===== config.mk =====
export PLATFORM = sky130hd
export DESIGN_NAME = adsq_core
export DESIGN_NICKNAME = d
export VERILOG_FILES = /design/src/inc/adsq_pkg.sv /design/src/verilog/adsq_core.sv
export VERILOG_INCLUDE_DIRS = /design/src /design/src/inc
export SDC_FILE = /design/constraint.sdc
export NUM_CORES = 1
export LEC_CHECK = 0
export ABC_AREA = 1
export BUFFER_PORTS_ARGS = -buffer_cell sky130_fd_sc_hd__buf_2
export CAP_MARGIN = 20
export CORE_MARGIN = 2
export CORE_UTILIZATION = 45
export DETAILED_ROUTE_END_ITERATION = 16
export HOLD_SLACK_MARGIN = 0.15
export PLACE_DENSITY = 0.67
export SETUP_SLACK_MARGIN = 0.15
export SLEW_MARGIN = 5
export SYNTH_ARGS = -nofsm -noshare
export SYNTH_HDL_FRONTEND = slang
export SYNTH_SLANG_ARGS = --single-unit

===== constraint.sdc =====
create_clock -name ref_clk_in -period 5.1 [get_ports ref_clk_in]
set_input_delay 0.51 -clock ref_clk_in [delete_from_list [all_inputs] [get_ports ref_clk_in]]
set_output_delay 0.51 -clock ref_clk_in [all_outputs]
set_load 0.02 [all_outputs]

===== src/inc/adsq_params.svh =====
/*
 * timing counts, command codes, field positions and reset values for the
 * converter serial command sequencer. assumes a 25 MHz core clock.
 */
`ifndef ADSQ_PARAMS_SVH
`define ADSQ_PARAMS_SVH

// ------------------------------------------------------------------
// command bytes
// ------------------------------------------------------------------
`define ADSQ_CMD_RESET      8'h06
`define ADSQ_CMD_WRITE_CFG  8'h43
`define ADSQ_CMD_READ_CFG   8'h23
`define ADSQ_CMD_START      8'h08
`define ADSQ_CMD_SLEEP      8'h02
`define ADSQ_CMD_OP_MASK    8'hF0
`define ADSQ_CMD_WR_OP      8'h40
`define ADSQ_CMD_RD_OP      8'h20

// ------------------------------------------------------------------
// configuration reset values and field positions
// ------------------------------------------------------------------
`define ADSQ_CFG0_RST       8'h00
`define ADSQ_CFG1_RST       8'h00
`define ADSQ_CFG2_RST       8'h00
`define ADSQ_CFG3_RST       8'h00
`define ADSQ_MUX_HI         7
`define ADSQ_MUX_LO         4
`define ADSQ_GAIN_HI        3
`define ADSQ_GAIN_LO        1
`define ADSQ_BYPASS_BIT     0
`define ADSQ_CONT_BIT       2
`define ADSQ_RDYM_BIT       1
`define ADSQ_MUX_SHORTED    4'hE
`define ADSQ_GAIN_MAX_BYP   3'h2

// ------------------------------------------------------------------
// timing
// ------------------------------------------------------------------
`define ADSQ_CLK_NS         40
`define ADSQ_CONV_NS        51200
`define ADSQ_CONV_CYC       ((`ADSQ_CONV_NS + `ADSQ_CLK_NS - 1) / `ADSQ_CLK_NS)
`define ADSQ_RDY_LOW_CYC    8'h20

`endif


===== src/inc/adsq_pkg.sv =====
/*
 * types shared by the converter serial sequencer.
 * assumes adsq_params.svh is compiled alongside.
 */
package adsq_pkg;
    typedef enum logic [1:0] {
        ADSQ_PWR_SLEEP = 2'b00,
        ADSQ_PWR_IDLE  = 2'b01,
        ADSQ_PWR_CONV  = 2'b11
    } adsq_pwr_t;

    typedef enum logic [2:0] {
        ADSQ_PH_CMD   = 3'b000,
        ADSQ_PH_WRCFG = 3'b001,
        ADSQ_PH_RDCFG = 3'b011,
        ADSQ_PH_DATA  = 3'b010,
        ADSQ_PH_DONE  = 3'b110
    } adsq_phase_t;
endpackage


===== src/verilog/adsq_core.sv =====
/*
 * converter-side serial command decoder, configuration store and result
 * shifter. assumes the host drives the link pins; all pins are sampled by
 * ref_clk_in through two flip-flops, the serial clock being far slower.
 */
// Functional notes
// - link uses clock polarity 0, phase 1; clock idles low
// - device flags new result by falling edge on ready pin
// - command 06h resets converter to power-up defaults
// - command 43h stores four following bytes into configuration
// - example bytes give gain 16, continuous mode, 50/60 Hz filter
// - command 23h returns all configuration registers
// - command 08h starts converting; continuous mode keeps going
// - chip select high resets serial state, discards partial command
// - 24 clocks without command shift out the 24-bit result
// - command 02h stops conversion and enters power-down
// - input select 1110 shorts both inputs to mid-supply
// - with bypass only gains 1, 2, 4 are supported
// - ready mode bit 0: ready only on dedicated pin
// - data changes on rising edge, sampled on falling edge
`timescale 1ns/10ps
`default_nettype none
`include "adsq_params.svh"

module adsq_core #(
    parameter int CONV_CYC = `ADSQ_CONV_CYC
) (
    input  wire logic              ref_clk_in,
    input  wire logic              sys_rst_in,
    input  wire logic              link_sclk_in,
    input  wire logic              link_cs_n_in,
    input  wire logic              link_din_in,
    input  wire logic [23:0]       sample_data_in,
    output logic                   sample_ready_out,
    output logic                   link_dout_out,
    output logic                   link_dout_oe_out,
    output logic                   result_ready_pin_n_out,
    output logic                   powered_down_out,
    output logic                   converting_out,
    output logic                   inputs_shorted_out,
    output logic                   amplifier_bypass_bit_out,
    output logic                   ready_pin_mode_bit_out,
    output logic [2:0]             gain_code_out,
    output logic                   gain_clamped_out,
    output logic                   result_dropped_out
);
    import adsq_pkg::*;

    // ------------------------------------------------------------------
    // pin synchronisers
    // ------------------------------------------------------------------
    logic [1:0] sclk_s_r, cs_s_r, din_s_r;
    logic       sclk_d_r;
    always_ff @(posedge ref_clk_in or posedge sys_rst_in) begin
        if (sys_rst_in) begin
            sclk_s_r <= 2'h0;
            cs_s_r   <= 2'h3;
            din_s_r  <= 2'h0;
            sclk_d_r <= 1'b0;
        end else begin
            sclk_s_r <= {sclk_s_r[0], link_sclk_in};
            cs_s_r   <= {cs_s_r[0], link_cs_n_in};
            din_s_r  <= {din_s_r[0], link_din_in};
            sclk_d_r <= sclk_s_r[1];
        end
    end

    wire cs_n     = cs_s_r[1];
    wire sclk_q   = sclk_s_r[1];
    wire din_q    = din_s_r[1];
    wire sclk_ris = sclk_q & ~sclk_d_r & ~cs_n;  // launch edge
    wire sclk_fal = ~sclk_q & sclk_d_r & ~cs_n;  // capture edge

    // ------------------------------------------------------------------
    // state
    // ------------------------------------------------------------------
    adsq_pwr_t   pwr_r;
    adsq_phase_t ph_r;
    logic [7:0]  cfg_r [4];
    logic [7:0]  rx_r;
    logic [2:0]  bit_r;
    logic [4:0]  cnt_r;       // bits shifted in current frame
    logic [1:0]  idx_r;       // config byte index
    logic [23:0] sh_r;
    logic        first_r;     // no clock yet in this frame
    logic [31:0] conv_r;
    logic        rdy_r;
    logic [7:0]  rdy_cnt_r;

    // two-entry result buffer
    logic [23:0] buf_r [2];
    logic        wp_r, rp_r;
    logic [1:0]  fill_r;
    wire         buf_full  = (fill_r == 2'h2);
    wire         buf_empty = (fill_r == 2'h0);
    wire         conv_done = (pwr_r == ADSQ_PWR_CONV) && (conv_r == 32'h0);
    wire         push      = conv_done & ~buf_full;
    assign sample_ready_out = ~buf_full;

    wire [7:0]  rx_nxt    = {rx_r[6:0], din_q};
    wire        byte_done = sclk_fal && (bit_r == 3'h7);
    wire [7:0]  cmd_op    = rx_nxt & `ADSQ_CMD_OP_MASK;
    wire        is_wr     = (cmd_op == `ADSQ_CMD_WR_OP);
    wire        is_rd     = (cmd_op == `ADSQ_CMD_RD_OP);
    wire        cmd_byte  = byte_done && (ph_r == ADSQ_PH_CMD);
    // first launch edge with data waiting and no command: readout
    wire        start_rd  = sclk_ris && first_r && ~buf_empty &&
                            (ph_r == ADSQ_PH_CMD);
    wire        pop       = start_rd;
    wire        do_reset  = cmd_byte && (rx_nxt == `ADSQ_CMD_RESET);

    // ------------------------------------------------------------------
    // serial command and data phases
    // ------------------------------------------------------------------
    always_ff @(posedge ref_clk_in or posedge sys_rst_in) begin
        if (sys_rst_in) begin
            ph_r    <= ADSQ_PH_CMD;
            rx_r    <= 8'h00;
            bit_r   <= 3'h0;
            cnt_r   <= 5'h00;
            idx_r   <= 2'h0;
            sh_r    <= 24'h0;
            first_r <= 1'b1;
            link_dout_out <= 1'b0;
        end else if (cs_n) begin
            ph_r    <= ADSQ_PH_CMD;  // deselect drops partial work
            bit_r   <= 3'h0;
            cnt_r   <= 5'h00;
            first_r <= 1'b1;
            link_dout_out <= 1'b0;
        end else begin
            if (sclk_ris) begin
                first_r <= 1'b0;
                if (start_rd) begin
                    ph_r          <= ADSQ_PH_DATA;
                    link_dout_out <= buf_r[rp_r][23];  // msb first
                    sh_r          <= {buf_r[rp_r][22:0], 1'b0};
                end else if (ph_r == ADSQ_PH_DATA || ph_r == ADSQ_PH_RDCFG) begin
                    link_dout_out <= sh_r[23];  // shift on rising
                    sh_r          <= {sh_r[22:0], 1'b0};
                end
            end
            if (sclk_fal) begin
                rx_r  <= rx_nxt;
                bit_r <= bit_r + 3'h1;
                cnt_r <= cnt_r + 5'h01;
                if (ph_r == ADSQ_PH_DATA && cnt_r == 5'h17) begin
                    ph_r <= ADSQ_PH_DONE;  // 24 bits out
                end
            end
            if (cmd_byte) begin
                idx_r <= 2'h0;
                if (is_wr) begin
                    ph_r <= ADSQ_PH_WRCFG;
                end else if (is_rd) begin
                    ph_r <= ADSQ_PH_RDCFG;
                    sh_r <= {cfg_r[0], cfg_r[1], cfg_r[2]};
                end
            end else if (byte_done && ph_r == ADSQ_PH_WRCFG) begin
                idx_r <= idx_r + 2'h1;
                if (idx_r == 2'h3) begin
                    ph_r <= ADSQ_PH_CMD;
                end
            end else if (byte_done && ph_r == ADSQ_PH_RDCFG) begin
                idx_r <= idx_r + 2'h1;
                if (idx_r == 2'h2) begin
                    sh_r <= {cfg_r[3], 16'h0000};
                end
                if (idx_r == 2'h3) begin
                    ph_r <= ADSQ_PH_CMD;
                end
            end
        end
    end

    // ------------------------------------------------------------------
    // configuration store
    // ------------------------------------------------------------------
    wire wr_cfg = byte_done && (ph_r == ADSQ_PH_WRCFG) && ~cs_n;
    always_ff @(posedge ref_clk_in or posedge sys_rst_in) begin
        if (sys_rst_in) begin
            cfg_r[0] <= `ADSQ_CFG0_RST;
            cfg_r[1] <= `ADSQ_CFG1_RST;
            cfg_r[2] <= `ADSQ_CFG2_RST;
            cfg_r[3] <= `ADSQ_CFG3_RST;
        end else if (do_reset && ~cs_n) begin
            cfg_r[0] <= `ADSQ_CFG0_RST;
            cfg_r[1] <= `ADSQ_CFG1_RST;
            cfg_r[2] <= `ADSQ_CFG2_RST;
            cfg_r[3] <= `ADSQ_CFG3_RST;
        end else if (wr_cfg) begin
            cfg_r[idx_r] <= rx_nxt;  // stored in order
        end
    end

    wire [2:0] gain_raw = cfg_r[0][`ADSQ_GAIN_HI:`ADSQ_GAIN_LO];
    wire       bypass   = cfg_r[0][`ADSQ_BYPASS_BIT];
    wire       clamp    = bypass && (gain_raw > `ADSQ_GAIN_MAX_BYP);
    assign amplifier_bypass_bit_out = bypass;
    assign gain_code_out    = clamp ? `ADSQ_GAIN_MAX_BYP : gain_raw;
    assign gain_clamped_out = clamp;
    assign inputs_shorted_out =
        (cfg_r[0][`ADSQ_MUX_HI:`ADSQ_MUX_LO] == `ADSQ_MUX_SHORTED);
    assign ready_pin_mode_bit_out = cfg_r[3][`ADSQ_RDYM_BIT];
    wire   cont_mode = cfg_r[1][`ADSQ_CONT_BIT];

    // ------------------------------------------------------------------
    // conversion control and result buffer
    // ------------------------------------------------------------------
    wire start_cmd = cmd_byte && (rx_nxt == `ADSQ_CMD_START) && ~cs_n;
    wire sleep_cmd = cmd_byte && (rx_nxt == `ADSQ_CMD_SLEEP) && ~cs_n;
    always_ff @(posedge ref_clk_in or posedge sys_rst_in) begin
        if (sys_rst_in) begin
            pwr_r  <= ADSQ_PWR_IDLE;
            conv_r <= 32'h0;
        end else if (sleep_cmd) begin
            pwr_r <= ADSQ_PWR_SLEEP;
        end else if (do_reset && ~cs_n) begin
            pwr_r <= ADSQ_PWR_IDLE;
        end else if (start_cmd) begin
            pwr_r  <= ADSQ_PWR_CONV;
            conv_r <= CONV_CYC - 1;
        end else if (conv_done) begin
            conv_r <= CONV_CYC - 1;
            if (!cont_mode) begin
                pwr_r <= ADSQ_PWR_IDLE;  // single shot ends
            end
        end else if (pwr_r == ADSQ_PWR_CONV) begin
            conv_r <= conv_r - 32'h1;
        end
    end

    always_ff @(posedge ref_clk_in or posedge sys_rst_in) begin
        if (sys_rst_in) begin
            wp_r   <= 1'b0;
            rp_r   <= 1'b0;
            fill_r <= 2'h0;
            result_dropped_out <= 1'b0;
        end else begin
            if (push) begin
                buf_r[wp_r] <= sample_data_in;
                wp_r <= ~wp_r;
            end
            if (pop) begin
                rp_r <= ~rp_r;
            end
            fill_r <= fill_r + {1'b0, push} - {1'b0, pop};
            result_dropped_out <= conv_done & buf_full;
        end
    end

    // ready pin falls with each new result, released once read
    always_ff @(posedge ref_clk_in or posedge sys_rst_in) begin
        if (sys_rst_in) begin
            rdy_r     <= 1'b1;
            rdy_cnt_r <= 8'h00;
        end else if (push) begin
            rdy_r     <= 1'b0;
            rdy_cnt_r <= `ADSQ_RDY_LOW_CYC;
        end else if (pop || (buf_empty && rdy_cnt_r == 8'h00)) begin
            rdy_r <= 1'b1;
        end else if (rdy_cnt_r != 8'h00) begin
            rdy_cnt_r <= rdy_cnt_r - 8'h01;
        end
    end
    assign result_ready_pin_n_out = rdy_r;

    // shared pin shows ready only when mode bit set
    wire   share_rdy = ready_pin_mode_bit_out & ~rdy_r & (ph_r == ADSQ_PH_CMD);
    assign link_dout_oe_out = ~cs_n & (ph_r == ADSQ_PH_DATA || ph_r == ADSQ_PH_RDCFG
                              || ph_r == ADSQ_PH_DONE || share_rdy);
    assign powered_down_out = (pwr_r == ADSQ_PWR_SLEEP);
    assign converting_out   = (pwr_r == ADSQ_PWR_CONV);
endmodule // adsq_core
`default_nettype wire

==> After elaboration in Yosys (flattened, before gate mapping) <==
Memory sizes are Yosys's and may differ from the RTL's.
Cells that the tools add are included.
{ "word_totals": {"register_bits": 133, "ram_bits": 48, "in_bits": 29, "out_inout_bits": 14, "word_cells": 173, "memories": 1} }
{ "mem_list": {"columns": ["memory", "words", "word_bits", "rd", "rd_clocked_by_memory_dff", "wr", "line_no", "text"], "rows": [
  ["buf_r", 2, 24, 1, 0, 1, "adsq_core.sv:91", "logic [23:0] buf_r [2];"]
]} }
{ "op_classes": {"n_addsub": 7, "order_cmp": 3, "n_eq_ne": 18, "muxes": 54, "bitwise": 20, "n_reduce_logical": 46} }
{ "op_table": {"columns": ["op", "count"], "rows": [
  ["two-way mux 24 bit", 9],
  ["two-way mux 32 bit", 5],
  ["two-way mux 3 bit", 14],
  ["bitwise mux 32 bit", 1],
  ["zero test 32 bit", 1],
  ["two-way mux 8 bit", 4],
  ["subtractor 32 x 1 -> 32 bit (second input constant)", 1],
  ["logical AND 1 bit", 20],
  ["demux 8 bit (select 2 bit)", 1],
  ["two-way mux 2 bit", 8],
  ["two-way mux 1 bit", 10],
  ["two-way mux 5 bit", 2],
  ["NOT 1 bit", 10],
  ["AND reduction 2 bit", 5],
  ["nonzero test 2 bit", 5],
  ["bitwise AND 1 bit", 9],
  ["nonzero test 3 bit", 3],
  ["== test 2 bit (second input constant)", 4],
  ["== test 8 x 2 -> 1 bit (second input constant)", 1],
  ["== test 8 x 3 -> 1 bit (second input constant)", 1],
  ["== test 8 x 4 -> 1 bit (second input constant)", 1],
  ["zero test 8 bit", 1],
  ["nonzero test 8 bit", 1],
  ["subtractor 8 x 1 -> 8 bit (second input constant)", 1],
  ["24 further kinds", 30]
]} }

==> Longest topological paths before layout <==
Gate-level depths: netlist of the first run.
{ "depth": {"ltp_word": 15, "ltp_mapped": 13, "ltp_nobuf": 12} }

==> Worst setup path after synthesis of the first run <==
No wires, ideal clock.
{ "synth_timing": {"kind": "reg2reg", "startpoint": "register pwr_r[0]", "endpoint": "memory buf_r[1][0] (enable)", "setup_ps": 441, "t_arrival_ps": 3177, "required_time_ps": 4659, "setup_slack_ps": 1482, "stages_incl_launch_ff": 7, "n_path_buf": 0, "synth_period_minus_slack_ps": 3618, "cell_sequence": "dfstp_2 > nand2_1 > nor3_1 > inv_1 > nor2_1 > nand3_1 > nor3b_1"} }
{ "synth_via": {"elab_chain_cells": 6} }
{ "synth_lines": {"columns": ["item", "line_no", "text"], "rows": [
  ["start, declared", "adsq_core.sv:77", "adsq_pwr_t pwr_r;"],
  ["start signal, assigned", "adsq_core.sv:214", "pwr_r <= ADSQ_PWR_IDLE;"],
  ["start signal, assigned", "adsq_core.sv:217", "pwr_r <= ADSQ_PWR_SLEEP;"],
  ["start signal, assigned", "adsq_core.sv:219", "pwr_r <= ADSQ_PWR_IDLE;"],
  ["== test 2 bit", "adsq_core.sv:96", "wire conv_done = (pwr_r == ADSQ_PWR_CONV) && (conv_r == 32'h0);"],
  ["logical AND 1 bit", "adsq_core.sv:96", null],
  ["bitwise AND 1 bit", "adsq_core.sv:97", "wire push = conv_done & ~buf_full;"],
  ["two-way mux 1 bit", "adsq_core.sv:240", "if (push) begin"],
  ["logical AND 1 bit (not written as such)", "adsq_core.sv:241", "buf_r[wp_r] <= sample_data_in;"],
  ["two-way mux 1 bit (not written as such)", "adsq_core.sv:241", null],
  ["end, declared", "adsq_core.sv:91", null]
]} }
No other way between the ends.

==> Final worst setup path of the first run <==
{ "layout_timing": {"startpoint": "register ph_r[2]", "endpoint": "register sh_r[9]"} }
{ "layout_via": {"elab_chain_cells": 9, "elab_cells_between_ends": 18, "classes_between": "eq/ne: 3; mux: 9; reduce/logical: 6"} }
{ "layout_lines": {"columns": ["item", "line_no", "text"], "rows": [
  ["start, declared", "adsq_core.sv:78", "adsq_phase_t ph_r;"],
  ["start signal, assigned", "adsq_core.sv:117", "ph_r <= ADSQ_PH_CMD;"],
  ["start signal, assigned", "adsq_core.sv:126", "ph_r <= ADSQ_PH_CMD;"],
  ["start signal, assigned", "adsq_core.sv:135", "ph_r <= ADSQ_PH_DATA;"],
  ["== test 3 x 2 -> 1 bit, on equally long branches", "adsq_core.sv:138, adsq_core.sv:164", null],
  ["logical OR 1 bit", "adsq_core.sv:138", "end else if (ph_r == ADSQ_PH_DATA || ph_r == ADSQ_PH_RDCFG) begin"],
  ["two-way mux 24 bit", "adsq_core.sv:138", null],
  ["two-way mux 24 bit", "adsq_core.sv:134", "if (start_rd) begin"],
  ["two-way mux 24 bit", "adsq_core.sv:132", "if (sclk_ris) begin"],
  ["two-way mux 24 bit", "adsq_core.sv:166", "if (idx_r == 2'h2) begin"],
  ["two-way mux 24 bit", "adsq_core.sv:164", "end else if (byte_done && ph_r == ADSQ_PH_RDCFG) begin"],
  ["two-way mux 24 bit", "adsq_core.sv:159", "end else if (byte_done && ph_r == ADSQ_PH_WRCFG) begin"],
  ["two-way mux 24 bit (*)", "adsq_core.sv:151", "if (cmd_byte) begin"],
  ["end signal, assigned", "adsq_core.sv:140", "sh_r <= {sh_r[22:0], 1'b0};"],
  ["end signal, assigned", "adsq_core.sv:157", "sh_r <= {cfg_r[0], cfg_r[1], cfg_r[2]};"],
  ["end signal, assigned", "adsq_core.sv:167", "sh_r <= {cfg_r[3], 16'h0000};"],
  ["end, declared", "adsq_core.sv:84", "logic [23:0] sh_r;"]
]} }
Every way passes the cells marked *; elsewhere a longest branch is shown, timed or not.
A chain may end at the register's enable or synchronous reset.

==> impl_metrics.env, run 1 <==
export IMPL_status="finished, final reports clean"
export IMPL_grt_max_degree=87
export IMPL_start_util_pct=45.82
export IMPL_dr_pass1_iters=5
export IMPL_dp_hpwl_um=16620
export IMPL_cp_max_fo=26
export IMPL_synth_edf_count=48
export IMPL_coreArea_um2=21020
export IMPL_drv_cap=0
export IMPL_clk_path_buf_depth=2
export IMPL_power_static_leakage_nw=5.510
export IMPL_cts_resized=0
export IMPL_numCtsBuffers=17
export IMPL_rows=53
export IMPL_async_reset_ff_share_pct=73.48
export IMPL_die_h_um=150.3
export IMPL_start_kind="flop"
export IMPL_die_w_um=150.3
export IMPL_ys_flop_type="dfrtp_1"
export IMPL_use_met3_pct=3.879
export IMPL_finClkSkew_ns=0.008837
export IMPL_rsz0062_at_grt="false"
export IMPL_hp_class="primary input to flop"
export IMPL_viasPerCell=5.155
export IMPL_ys_types=39
export IMPL_hold_viol=0
export IMPL_netlist_top_cells_area="dfrtp_1 (33%), nand2_1 (17%), edfxtp_1 (15%), nand3_1 (8.1%), inv_1 (4.9%)"
export IMPL_clk_pin_slew_ns=0.07
export IMPL_place_gp_congestion=0.9073
export IMPL_dieArea_um2=22590
export IMPL_antenna_found_initial=0
export IMPL_track_usage_pct=21.86
export IMPL_p_total_mw=2.910
export IMPL_worst_endpoint_arrival_ns=3.60
export IMPL_final_layout_size_suffix_gt1_share_pct=8.224
export IMPL_end_kind="flop"
export IMPL_p_per_area_nw_per_um2=275.2
export IMPL_wl_per_cell_um=14.72
export IMPL_avgSynthCellArea_um2=7.614
export IMPL_worst_slew_pin_transition_ns=0.8473
export IMPL_cp_required_ns=5.42
export IMPL_drv_slew=0
export IMPL_fmax_ghz=0.3047
export IMPL_synth_seq_area_share_pct=49.58
export IMPL_use_met2_pct=37.73
export IMPL_period_share_pct=64.34
export IMPL_grt_overflow=0
export IMPL_synth_top_area_share_pct=33.26
export IMPL_syn_nets=1306
export IMPL_setup_viol=0
export IMPL_clk_latency_ns=0.43
export IMPL_synth_seq_cells=181
export IMPL_holdWs_ns=0.1761
export IMPL_yosys_warnings=0
export IMPL_root_buffer="clkbuf_16"
export IMPL_cts_num_sinks=181
export IMPL_post_route_min_period_ns=3.282
export IMPL_worstHoldPathCells=1
export IMPL_ant_nets=0
export IMPL_syn2layout_area_growth_pct=9.808
export IMPL_nets=1329
export IMPL_setup_worst_path_class="flop to flop"
export IMPL_syn_cell_area_um2=9632
export IMPL_diodes=0
export IMPL_htree_num_levels=4
export IMPL_synthCells=1265
export IMPL_grt_pass1_vias=7840
export IMPL_ir_worst_vdd_mv=0.1716
export IMPL_tns_ns=0
export IMPL_wirelength_um=23200
export IMPL_drcViolationCount=0
export IMPL_synth_area_leader_cell="dfrtp_1"
export IMPL_drtIter0Drc=556
export IMPL_cts_hold_buf=0
export IMPL_cts_setup_buffers=0
export IMPL_cts_tree="done"
export IMPL_port_buffers=42
export IMPL_grt_most_used_layer="met2"
export IMPL_io_pins=43
export IMPL_vias=8124
export IMPL_worst_r2r_path_depth=8
export IMPL_grt_pass1_wl_um=38870
export IMPL_use_met1_pct=28.11
export IMPL_relSlewSlack_pct=43.35
[kinds of logic (layout without fill, tap and decap cells)]
| group | Yosys count | after routing | synth area share [%] |
|---|---|---|---|
| AOI/OAI and AO/OA | 125 | 125 | 6.924 |
| xor gates and xnor gates | 15 | 15 | 1.364 |
| adders and majority gates | 12 | 12 | 1.559 |
| buffers and inverters | 173 | 209 | 7.184 |
| DFF | 181 | 181 | 49.58 |
| and+or+nand+nor | 759 | 759 | 33.39 |
[registers in the layout, summed over array words and instances, names as in the netlist, 2 cells and up]
register,count
bit_r,3
buf_r,48
cfg_r,30
cnt_r,5
conv_r,32
cs_s_r,2
din_s_r,2
fill_r,2
idx_r,2
ph_r,3
pwr_r,2
rdy_cnt_r,8
rx_r,7
sclk_s_r,2
sh_r,24
[cell usage in the layout (no fill, tap or decap), types with 3 or more instances in the layout]
| cell | n |
|---|---|
| nand2_1 | 432 |
| nand3_1 | 156 |
| dfrtp_1 | 128 |
| inv_1 | 124 |
| nor2_1 | 122 |
| o21ai_0 | 84 |
| edfxtp_1 | 48 |
| buf_2 | 42 |
| a21oi_1 | 17 |
| clkbuf_16 | 17 |
| nand4_1 | 13 |
| xor2_1 | 13 |
| o22ai_1 | 12 |
| ha_1 | 12 |
| nor3_1 | 9 |
| nand2_2 | 8 |
| inv_2 | 5 |
| o21bai_1 | 5 |
| dfstp_2 | 5 |
| buf_4 | 5 |
| nor2_4 | 3 |
| nor4_1 | 3 |
| inv_6 | 3 |
| clkinv_1 | 3 |
| clkinvlp_4 | 3 |
[worst paths after layout]
check / startpoint / end / slack, ns
max reg2reg: ph_r[2] / sh_r[9] / 1.82
min reg2reg: din_s_r[0] / din_s_r[1] / 0.36
max: ph_r[2] / sh_r[9] / 1.82
min: link_cs_n_in / cs_s_r[0] / 0.18
max in group asynchronous: sys_rst_in / conv_r[11] / 3.78
min in group asynchronous: sys_rst_in / rdy_cnt_r[4] / 0.22
[worst max-delay path: stages (launching register included)]
cell and delay [ns]:
dfrtp_1 0.43, inv_1 0.13, nand2_1 0.45, inv_1 0.74, nand4_1 0.55, nand2_1 0.63, nand2_1 0.11, nand2_1 0.10
inv_1 0.04
[area by class of cell]
| type | instances | area (um2) |
|---|---|---|
| Clock buffer | 19 | 432.9 |
| Clock inverter | 13 | 108.9 |
| Fill cell | 2074 | 10450 |
| Inverter | 130 | 493.0 |
| Multi-Input combinational cell | 911 | 4174 |
| Sequential cell | 181 | 4776 |
| Tap cell | 275 | 344.1 |
| Timing Repair Buffer | 47 | 247.7 |
[layer usage]
metal	up-vias	part of all wire, %
met2	162	50
met3	29	3.6
met5	-	0
li1	4113	-
met1	3820	45
met4	0	1.9
[where the power goes]
group	switching [mW]	internal, mW	total [mW]
clock	0.567	0.670	1.24
sequential	0.0158	1.51	1.52
combinational	0.119	0.0320	0.151
total	0.702	2.21	2.91
[through the flow]
| stage | instances | cell area (um2) | setup slack [ns] | utilization, % |
|---|---|---|---|---|
| 3_3_place_gp | 1544 | 10030 | 1.960 | 47.74 |
| 5_1_grt | 1576 | 10580 | 1.425 | 50.31 |
| 6_report | 1576 | 10580 | 1.818 | 50.31 |
| 3_5_place_dp | 1544 | 10030 | 1.874 | 47.74 |
| 4_1_cts | 1576 | 10580 | 1.892 | 50.31 |
| 2_1_floorplan | 1265 | 9632 | 1.044 | - |
[synth_stat cells, drive strengths merged, types with 3 or more instances]
master and count:
o21bai 5, dfstp 5, ha 12, o22ai 12
clkbuf 24, dfrtp 128, nand3 157, o21ai 87
a21oi 17, edfxtp 48, nand4 13, nor3 12
nand2 441, xor2 13, nor4 3, buf 19
inv 130, nor2 127
Power figures use the tool's default switching activity.
==> run 2: changes to the inputs <==
- clock period: 5.1 -> 3.29 ns (I/O delays scaled with it)
==> impl_metrics.env, run 2 (same netlist as run 1, synthesis figures left out) <==
export IMPL_grt_max_degree=134
export IMPL_use_met1_pct=28.36
export IMPL_dp_cells=1555
export IMPL_drv_cap=0
export IMPL_syn2layout_area_growth_pct=14.68
export IMPL_placed_area_um2=10140
export IMPL_holdWs_ns=0.1260
export IMPL_grt_overflow=0
export IMPL_clk_pin_slew_ns=0.08
export IMPL_critical_path_buf_inv_count=2
export IMPL_finClkSkew_ns=0.008717
export IMPL_cts_num_sinks=181
export IMPL_end_kind="flop"
export IMPL_clk_path_buf_depth=2
export IMPL_r2r_end="fill_r[1]"
export IMPL_io_pins=43
export IMPL_cp_max_fo=9
export IMPL_ant_nets=0
export IMPL_regMostFlops="buf_r"
export IMPL_timing_rr_start="pwr_r[0]"
export IMPL_p_total_mw=4.729
export IMPL_die_w_um=150.3
export IMPL_grt_pass1_wl_um=38450
export IMPL_antenna_found_initial=0
export IMPL_crit_chain="nand2_1 -> nor3_1 -> inv_1 -> nor2_1 -> nand3_1 -> ha_1 -> inv_1 -> ha_1 -> xnor2_1 -> xor2_1"
export IMPL_rows=53
export IMPL_start_kind="flop"
export IMPL_grt_most_used_layer="met2"
export IMPL_diodes=0
export IMPL_cp_slowest_stage_delay_ns=0.54
export IMPL_tns_ns=0
export IMPL_viasPerCell=5.153
export IMPL_drv_slew=0
export IMPL_clk_latency_ns=0.44
export IMPL_cp_required_ns=3.66
export IMPL_critPathLaunch="pwr_r[0]"
export IMPL_drtIter0Drc=611
export IMPL_use_met2_pct=37.43
export IMPL_port_buffers=42
export IMPL_cts_resized=0
export IMPL_layoutNonFillerInstCount=1614
export IMPL_layout_common_cells="nand2_1 (432), nand3_1 (156), dfrtp_1 (128)"
export IMPL_post_route_min_period_ns=2.651
export IMPL_crit_end="fill_r[1]"
export IMPL_nets=1367
export IMPL_start_util_pct=45.82
export IMPL_worst_r2r_path_depth=10
export IMPL_dieArea_um2=22590
export IMPL_status="finished, final reports clean"
export IMPL_crit_slowest_cell="dfstp_2"
export IMPL_hold_viol=0
export IMPL_worst_endpoint_arrival_ns=3.02
export IMPL_relSlewSlack_pct=48.91
export IMPL_cp_top_family="simple AND/OR/NAND/NOR gates"
export IMPL_coreArea_um2=21020
export IMPL_cts_setup_buffers=0
export IMPL_setup_worst_path_class="flop to flop"
export IMPL_dr_pass1_iters=5
export IMPL_cts_tree="done"
export IMPL_fmax_ghz=0.3773
export IMPL_final_common_cell="nand2_1"
export IMPL_wirelength_um=23360
export IMPL_worstSetupPathDepth=10
export IMPL_grt_pass1_vias=7708
export IMPL_ir_worst_vdd_mv=0.3630
export IMPL_vias=8317
export IMPL_track_usage_pct=21.77
export IMPL_wl_per_cell_um=14.47
export IMPL_period_share_pct=80.57
export IMPL_ff2ff_setup_slack_ns=0.64
export IMPL_power_static_leakage_nw=5.728
export IMPL_hp_class="primary input to async pin"
export IMPL_root_buffer="clkbuf_16"
export IMPL_die_h_um=150.3
export IMPL_setup_viol=0
export IMPL_final_layout_size_suffix_gt1_share_pct=9.186
export IMPL_place_gp_congestion=0.8782
export IMPL_p_per_area_nw_per_um2=428.2
export IMPL_reg_top3="buf_r (48), conv_r (32), cfg_r (30)"
export IMPL_final_area_um2=11050
export IMPL_drcViolationCount=0
export IMPL_rsz0062_at_grt="false"
export IMPL_worst_slew_pin_transition_ns=0.7638
export IMPL_largest_reg_flops=48
export IMPL_htree_num_levels=4
export IMPL_numCtsBuffers=17
export IMPL_use_met3_pct=4.000
export IMPL_dp_hpwl_um=16040
==> run 2: cell types whose count changed in the layout (fill, tap and decap cells not counted), moves of 2 or more <==
cell,delta
clkbuf_1,-2
clkinv_1,-3
buf_4,+10
clkinvlp_4,-2
clkinv_2,-2
clkinv_4,-2
clkinv_8,+9
dlygate4sd3_1,+27
==> run 2: final cells by class <==
type / count / area [um2]
Clock buffer: 17 / 425.4
Clock inverter: 15 / 209.0
Fill cell: 1985 / 9976
Inverter: 130 / 491.7
Multi-Input combinational cell: 911 / 4187
Sequential cell: 181 / 4776
Tap cell: 275 / 344.1
Timing Repair Buffer: 85 / 613.1
==> run 2: worst min path at each step <==
| stage | from | endpoint | depth (start not counted) |
|---|---|---|---|
| floorplan | din_s_r[0] | din_s_r[1] | 0 |
| global placement | sclk_s_r[0] | sclk_s_r[1] | 0 |
| detailed placement | sclk_s_r[0] | sclk_s_r[1] | 0 |
| CTS | sys_rst_in | rdy_cnt_r[1] | 3 |
| global route | sys_rst_in | rdy_cnt_r[3] | 3 |
| finish | sys_rst_in | rdy_cnt_r[4] | 3 |
==> run 2: worst reg2reg max path, cell delays in order (launching register included) <==
cell and delay [ns]:
dfstp_2 0.54, nand2_1 0.16, nor3_1 0.28, inv_1 0.07
nor2_1 0.13, nand3_1 0.40, ha_1 0.46, inv_1 0.04
ha_1 0.18, xnor2_1 0.17, xor2_1 0.15
==> run 2: layer usage <==
metal | wire (um) | vias up
met5 | 0 | -
met4 | 414 | 0
met3 | 1002 | 29
met2 | 11600 | 197
met1 | 10340 | 3895
li1 | - | 4196
==> run 2: report_power, final <==
part / switching (mW) / internal [mW] / total [mW]
registers: 0.0238 / 2.33 / 2.36
clock network: 1.05 / 1.05 / 2.10
logic: 0.201 / 0.0729 / 0.274
==> run 2: through the flow <==
stage	utilization, %	worst slack (ns)
after detailed placement	48.24	0.5898
final	52.54	0.6393
after global routing	52.54	0.3847
after global placement	48.24	0.6448
after CTS	52.54	0.5792
after floorplan	-	0.4909
==> run 2: timing repair <==
action | 4_1_cts | 5_1_grt
endpoints found under the setup margin | 0 | 0
hold buffers | 27 | 0
hold endpoints to repair | 51 | 0
